### src/rtl/ecs_pkg.sv
// Shared constants and types for the engine controller status register bank.
// Assumes one system clock; register numbers are the holding register numbers seen by the serial master.
package ecs_pkg;

    // Holding register numbers
    localparam logic [15:0] REG_HOURS_HI = 16'h9c41;
    localparam logic [15:0] REG_HOURS_LO = 16'h9c42;
    localparam logic [15:0] REG_SPEED = 16'h9c43;
    localparam logic [15:0] REG_VOLTAGE = 16'h9c44;
    localparam logic [15:0] REG_OIL = 16'h9c45;
    localparam logic [15:0] REG_TEMP = 16'h9c46;
    localparam logic [15:0] REG_STATE = 16'h9c47;
    localparam logic [15:0] REG_FLAGS_A = 16'h9c48;
    localparam logic [15:0] REG_FLAGS_B = 16'h9c49;
    localparam logic [15:0] REG_FLAGS_C = 16'h9c4a;
    localparam logic [15:0] REG_LEVEL = 16'h9c4b;
    localparam logic [15:0] REG_RUN_CMD = 16'h9c4c;
    localparam logic [15:0] REG_SPEED_CEIL = 16'h9c4d;
    localparam logic [15:0] REG_AMBIENT = 16'h9c4e;
    localparam logic [15:0] REG_MODE = 16'h9c4f;
    localparam logic [15:0] REG_LOADED_SPEED = 16'h9c50;
    localparam logic [15:0] REG_MANUAL_ONLY = 16'h9c51;

    // Node address the bank answers to by default
    localparam logic [7:0] NODE_DEFAULT = 8'h01;

    // Field layout
    localparam int FLAGS_C_USED = 2;
    localparam logic RUN_STOP = 1'b0;
    localparam logic RUN_START = 1'b1;
    localparam logic MODE_MANUAL = 1'b0;
    localparam logic MODE_AUTO = 1'b1;
    localparam logic [15:0] WORD_ZERO = 16'h0000;

    // Sequencer state codes
    typedef enum logic [4:0] {
        SEQ_STABILIZE = 5'b00000,
        SEQ_STOPPED = 5'b00001,
        SEQ_STANDBY = 5'b00010,
        SEQ_PRESTART1 = 5'b00011,
        SEQ_SAFE_CHECK = 5'b00100,
        SEQ_PRESTART2 = 5'b00101,
        SEQ_CRANK_ON = 5'b00110,
        SEQ_CRANK_REST = 5'b00111,
        SEQ_FALSE_START = 5'b01000,
        SEQ_WARMUP = 5'b01001,
        SEQ_LINE_FILL1 = 5'b01010,
        SEQ_LINE_FILL2 = 5'b01011,
        SEQ_RUN_LOADED = 5'b01100,
        SEQ_COOLDOWN = 5'b01101,
        SEQ_ENERGIZE_STOP = 5'b01110,
        SEQ_SPINDOWN = 5'b01111,
        SEQ_WAIT_START = 5'b10000
    } ecs_seq_t;

    // One register access from the link framer
    typedef struct packed {
        logic valid;
        logic write;
        logic [7:0] node;
        logic [15:0] addr;
        logic [15:0] data;
    } ecs_req_t;

    // Live engine measurements and status
    typedef struct packed {
        logic [31:0] hours;
        logic [15:0] speed;
        logic [15:0] voltTenths;
        logic [15:0] oil;
        logic [15:0] temp;
        logic [15:0] level;
        logic [15:0] ambient;
        logic [15:0] loadedSpeed;
        logic manualOnly;
        ecs_seq_t seqState;
        logic [15:0] shutdownCauseA;
        logic [15:0] shutdownCauseB;
        logic [1:0] shutdownCauseC;
    } ecs_meas_t;

    // Writable control settings
    typedef struct packed {
        logic runStart;
        logic modeAuto;
        logic [15:0] speedCeil;
    } ecs_ctrl_t;

endpackage : ecs_pkg

### src/rtl/ecs_regs.sv
// Holding register bank of the engine controller: status words and remote override controls.
// Assumes a framer on the same clock hands over one decoded access per valid cycle,
// and that the settings store outside supplies the restored settings during reset.
//
// Contract
// - Remote writes land only in read-and-write registers and act as temporary overrides of local settings.
// - After power-up the overrides return to the stored local settings unless a save committed them.
// - Run hours read as one 32-bit value over two consecutive read-only registers.
// - Supply voltage reads as an integer in tenths of a volt.
// - The sequencer state reads as a code from 0 to 16.
// - Shutdown causes read as flags in three read-only words, 1 while active and 0 while inactive.
// - The first shutdown word carries sixteen engine and fuel shutdown causes on bits 0 to 15.
// - The second shutdown word carries fifteen causes on bits 0 to 14 and the red lamp on bit 15.
// - The third shutdown word uses bits 0 and 1 and holds bits 2 to 15 reserved.
// - The start/stop register takes 1 for start and 0 for stop, is acted on and reads back.
// - The mode register takes 0 for manual and 1 for automatic and the device adopts it.
// - A read-only flag reads 1 while manual-only operation is enabled.
// - A read-only register reports the running loaded speed for automatic operation.
// - Only accesses carrying the configured node number are answered, default node 1.
`timescale 1ns/1ps
module ecs_regs #(
    parameter logic [7:0] NODE_ADDR = ecs_pkg::NODE_DEFAULT
) (
    input wire logic clk, // System clock, 10 MHz
    input wire logic rst_n, // Synchronous reset, active low
    input wire logic clkEn, // Clock enable, freezes all state when low
    input wire ecs_pkg::ecs_req_t req, // Decoded register access from the framer
    input wire ecs_pkg::ecs_meas_t meas, // Live engine measurements
    input wire ecs_pkg::ecs_ctrl_t localCtrl, // Settings restored at power-up or entered locally
    input wire logic localLoad, // Pulse: operator entered new local settings
    input wire logic saveReq, // Pulse: master committed overrides
    output logic rspValid_q, // Pulse: answer ready
    output logic [15:0] rspData_q, // Read data or echoed write data
    output logic rspFault_q, // Answer is an illegal address exception
    output ecs_pkg::ecs_ctrl_t ctrl_q, // Settings in force
    output logic saveStrobe_q, // Pulse: store ctrl_q as local settings
    output ecs_pkg::ecs_ctrl_t savedCtrl_q // Settings to store on save
);

    ecs_pkg::ecs_meas_t snap_q;
    logic forUs;
    logic isRw;
    logic mapped;
    logic [15:0] readWord;

    // Snapshot of live status, refreshed every enabled cycle
    always_ff @(posedge clk) begin
        if (!rst_n) begin
            snap_q <= '0;
        end else if (clkEn) begin
            snap_q <= meas;
        end
    end

    // Address filter
    assign forUs = req.valid && (req.node == NODE_ADDR);

    // Register decode and read multiplexer
    always_comb begin
        readWord = ecs_pkg::WORD_ZERO;
        mapped = 1'b1;
        isRw = 1'b0;
        case (req.addr)
            ecs_pkg::REG_HOURS_HI: begin
                readWord = snap_q.hours[31:16];
            end
            ecs_pkg::REG_HOURS_LO: begin
                readWord = snap_q.hours[15:0];
            end
            ecs_pkg::REG_SPEED: begin
                readWord = snap_q.speed;
            end
            ecs_pkg::REG_VOLTAGE: begin
                readWord = snap_q.voltTenths;
            end
            ecs_pkg::REG_OIL: begin
                readWord = snap_q.oil;
            end
            ecs_pkg::REG_TEMP: begin
                readWord = snap_q.temp;
            end
            ecs_pkg::REG_STATE: begin
                readWord = {11'h000, snap_q.seqState};
            end
            ecs_pkg::REG_FLAGS_A: begin
                readWord = snap_q.shutdownCauseA;
            end
            ecs_pkg::REG_FLAGS_B: begin
                readWord = snap_q.shutdownCauseB;
            end
            ecs_pkg::REG_FLAGS_C: begin
                readWord = {14'h0000, snap_q.shutdownCauseC};
            end
            ecs_pkg::REG_LEVEL: begin
                readWord = snap_q.level;
            end
            ecs_pkg::REG_RUN_CMD: begin
                readWord = {15'h0000, ctrl_q.runStart};
                isRw = 1'b1;
            end
            ecs_pkg::REG_SPEED_CEIL: begin
                readWord = ctrl_q.speedCeil;
                isRw = 1'b1;
            end
            ecs_pkg::REG_AMBIENT: begin
                readWord = snap_q.ambient;
            end
            ecs_pkg::REG_MODE: begin
                readWord = {15'h0000, ctrl_q.modeAuto};
                isRw = 1'b1;
            end
            ecs_pkg::REG_LOADED_SPEED: begin
                readWord = snap_q.loadedSpeed;
            end
            ecs_pkg::REG_MANUAL_ONLY: begin
                readWord = {15'h0000, snap_q.manualOnly};
            end
            default: begin
                mapped = 1'b0;
            end
        endcase
    end

    // Settings in force: restored at reset, overridden by remote writes, reloaded by local entry
    always_ff @(posedge clk) begin
        if (!rst_n) begin
            ctrl_q <= localCtrl;
        end else if (clkEn) begin
            if (forUs && req.write && isRw) begin
                case (req.addr)
                    ecs_pkg::REG_RUN_CMD: begin
                        ctrl_q.runStart <= req.data[0];
                    end
                    ecs_pkg::REG_MODE: begin
                        ctrl_q.modeAuto <= req.data[0];
                    end
                    default: begin
                        ctrl_q.speedCeil <= req.data;
                    end
                endcase
            end else if (localLoad) begin
                ctrl_q <= localCtrl;
            end
        end
    end

    // Save commit hands the overrides to the settings store
    always_ff @(posedge clk) begin
        if (!rst_n) begin
            saveStrobe_q <= 1'b0;
            savedCtrl_q <= '0;
        end else if (clkEn) begin
            saveStrobe_q <= saveReq;
            if (saveReq) begin
                savedCtrl_q <= ctrl_q;
            end
        end
    end

    // Answer to each access addressed to this node
    always_ff @(posedge clk) begin
        if (!rst_n) begin
            rspValid_q <= 1'b0;
            rspData_q <= ecs_pkg::WORD_ZERO;
            rspFault_q <= 1'b0;
        end else if (clkEn) begin
            rspValid_q <= forUs;
            if (forUs) begin
                if (!mapped || (req.write && !isRw)) begin
                    rspFault_q <= 1'b1;
                    rspData_q <= ecs_pkg::WORD_ZERO;
                end else begin
                    rspFault_q <= 1'b0;
                    rspData_q <= req.write ? req.data : readWord;
                end
            end
        end
    end
endmodule : ecs_regs

### config.mk
export PLATFORM = sky130hd
export DESIGN_NAME = ecs_regs
export DESIGN_NICKNAME = d
export VERILOG_FILES = /design/src/rtl/ecs_pkg.sv /design/src/rtl/ecs_regs.sv
export SDC_FILE = /design/constraint.sdc
export NUM_CORES = 1
export LEC_CHECK = 0
export BUFFER_PORTS_ARGS = -buffer_cell sky130_fd_sc_hd__buf_2
export CAP_MARGIN = 0
export CORE_MARGIN = 8
export CORE_UTILIZATION = 53
export CTS_CLUSTER_SIZE = 25
export DETAILED_ROUTE_END_ITERATION = 16
export PLACE_DENSITY = 0.85
export SYNTH_ARGS = -nofsm -noshare
export SYNTH_HDL_FRONTEND = slang
export SYNTH_SLANG_ARGS = --single-unit
### constraint.sdc
create_clock -name clk -period 3.9 [get_ports clk]
set_input_delay 0.585 -clock clk [delete_from_list [all_inputs] [get_ports clk]]
set_output_delay 0.585 -clock clk [all_outputs]
set_load 0.05 [all_outputs]
==> flow_metrics.env <==
export IMPL_die_y_um=163
export IMPL_slew_violations=0
export IMPL_cp_end_kind="flip-flop"
export IMPL_synth_common_cells="dfxtp_1 (221), mux2i_1 (204), nor2b_1 (191)"
export IMPL_fin_cells=1719
export IMPL_period_minus_slack_ns=2.94
export IMPL_hold_viol=0
export IMPL_numClockSinks=239
export IMPL_ys_warn_count=0
export IMPL_area_growth_pct=23.8
export IMPL_yosysTopAreaCell="dfxtp_1"
export IMPL_synth_ff_type="dfxtp_1"
export IMPL_htree_levels=1
export IMPL_rsz0062_at_grt="false"
export IMPL_clock_root_buffer="clkbuf_16"
export IMPL_max_freq_mhz=340
export IMPL_crit_type="in2reg"
export IMPL_drtIter0Drc=944
export IMPL_synth_edff_count=18
export IMPL_grt_use_total_pct=30.9
export IMPL_finalCritPeriodShare_pct=75.4
export IMPL_drv_cap=0
export IMPL_netlist_area_leader_share_pct=38.9
export IMPL_yosysMostFrequentCell="dfxtp_1"
export IMPL_startpoint_type="input pin"
export IMPL_ant_nets=0
export IMPL_startpoint="req[19]"
export IMPL_via_per_inst=5.93
export IMPL_cts_resized=0
export IMPL_finalSetupViolations=0
export IMPL_start_util_pct=54.1
export IMPL_ctsHoldBuffers=0
export IMPL_holdWs_ns=0.307
export IMPL_gp_congestion=0.978
export IMPL_tns_ns=0
export IMPL_rr_endpoint="rspData_q[11]"
export IMPL_insertion_delay_ns=0.53
export IMPL_drt_pre_antenna_iters=5
export IMPL_synth_area_leaders="dfxtp_1 (39%), mux2i_1 (18%), nor2b_1 (11%)"
export IMPL_async_flop_share_pct=0
export IMPL_num_nets_final=1672
export IMPL_cp_required_ns=4.27
export IMPL_drc=0
export IMPL_antenna_found_initial=3
export IMPL_arrival_ns=3.31
export IMPL_coreArea_um2=21000
export IMPL_final_layout_size_suffix_gt1_share_pct=28.9
export IMPL_fin_skew_ns=0.0157
export IMPL_synthCells=1155
export IMPL_ir_drop_mv=0.371
export IMPL_synth_fp_nets=1404
export IMPL_cts_tree="built"
export IMPL_cts_buffer_depth=3
export IMPL_ff2ff_setup_slack_ns=1.49
export IMPL_slew_headroom_pct=24.1
export IMPL_clk_pin_slew_worst_paths_ns=0.06
export IMPL_grt_ovfl_total=0
export IMPL_grt_pass1_wl_um=62900
export IMPL_r2r_cells=6
export IMPL_r2r_start="snap_q[13]"
export IMPL_avgRoutedWirePerCell_um=24.8
export IMPL_worst_path_max_fanout=22
export IMPL_dp_hpwl_um=32400
export IMPL_first_global_vias=10300
export IMPL_grt_max_degree=139
export IMPL_place_area_um2=13100
export IMPL_post_cts_buffers=0
export IMPL_worst_slew_pin_slew_ns=1.14
export IMPL_endpoint="rspData_q[11]"
export IMPL_power_density_nw_per_um2=440
export IMPL_vias=10200
export IMPL_min_path_cells=3
export IMPL_synth_seq_cells=239
export IMPL_leakagePower_uw=0.00621
export IMPL_numCtsBuffers=26
export IMPL_status="complete, no violations"
export IMPL_syn_area_um2=11400
export IMPL_hold_class="in2reg"
export IMPL_final_util_pct=67.0
export IMPL_postSynthAreaPerCell_um2=9.85
export IMPL_drt_wl_total_um=42700
export IMPL_die_w_um=163
export IMPL_synthDistinctLibCells=72
export IMPL_floorplan_die_area_um2=26400
export IMPL_portBuffers=303
export IMPL_yosysSeqAreaShare_pct=43.6
export IMPL_dpl_cell_count=1670
export IMPL_row_count=53
export IMPL_io_pins=304
export IMPL_stdcell_area_um2=14100
==> sequential cells by signal, summed over array words and instances, names as in the netlist <==
| name | count |
|---|---|
| rspValid_q | 1 |
| rspFault_q | 1 |
| savedCtrl_q | 18 |
| ctrl_q | 18 |
| rspData_q | 16 |
| snap_q | 184 |
| saveStrobe_q | 1 |
==> critical path: stages <==
cell and delay (ns):
buf_2 0.39, buf_4 0.32, mux2i_1 0.42, nor3_1 0.13, a22oi_1 0.28, o211ai_1 0.15
a2111oi_0 0.87, o2bb2ai_1 0.15
==> stage by stage <==
stage,power [uW],setup WS (ns)
after floorplan,3200,0.602
after global placement,3520,0.542
after detailed placement,3530,0.541
after CTS,6200,1.04
after global routing,6370,0.951
final,6200,0.958
==> where the power goes <==
part / switching, uW / internal, uW
registers: 126 / 2620
clock network: 1020 / 1680
logic: 435 / 322
==> worst min path at each step <==
stage / startpoint / endpoint / slack [ns]
2_1_floorplan: snap_q[119] / snap_q[119] / 0.47
3_3_place_gp: savedCtrl_q[4] / savedCtrl_q[4] / 0.45
3_5_place_dp: savedCtrl_q[1] / savedCtrl_q[1] / 0.46
4_1_cts: meas[171] / snap_q[171] / 0.30
5_1_grt: meas[177] / snap_q[177] / 0.31
6_report: meas[171] / snap_q[171] / 0.31
==> cells by family (layout without fill, tap and decap cells) <==
logic type,Yosys count,after routing,share of synthesized area [%]
AND/OR/NAND/NOR,443,443,22.6
AO/OA/AOI/OAI,146,146,9.62
flip-flops,239,239,43.6
other,0,2,0
multiplexers,231,231,20.6
buffers and inverters,96,383,3.54
==> area by class of cell <==
type	count	area, um2
well taps	275	344
clock buffers	40	837
diodes	2	5.00
repair buffers	336	1790
flip-flops and latches	239	4960
multi-input cells	820	6020
fillers	1665	6940
clock inverters	7	121
==> cell usage in the layout, fill, tap and decap left out, drive strengths merged, types with 4 or more instances in the layout <==
cell / instances
and2: 10
nand2: 104
nand3b: 5
a21boi: 21
buf: 336
a21oi: 13
nand2b: 6
a221oi: 4
a32o: 4
nor3: 16
nand3: 29
o21ai: 17
and3: 12
mux2i: 204
mux2: 27
a2111oi: 4
nor2b: 191
nor2: 18
a22o: 5
o2bb2ai: 9
nand4: 12
a22oi: 20
or4b: 5
o211ai: 4
clkbuf: 40
dfxtp: 221
a32oi: 10
a211oi: 5
edfxtp: 18
nor4: 14
==> layer usage <==
| metal | track usage [%] | up-vias | routed length (um) |
|---|---|---|---|
| li1 | - | 4672 | - |
| met4 | 12.3 | 2 | 1630 |
| met5 | 0 | - | 13 |
| met2 | 48.7 | 538 | 19500 |
| met3 | 7.08 | 94 | 4010 |
| met1 | 40.4 | 4887 | 17600 |
No activity file was read; power rests on OpenSTA's default activity.
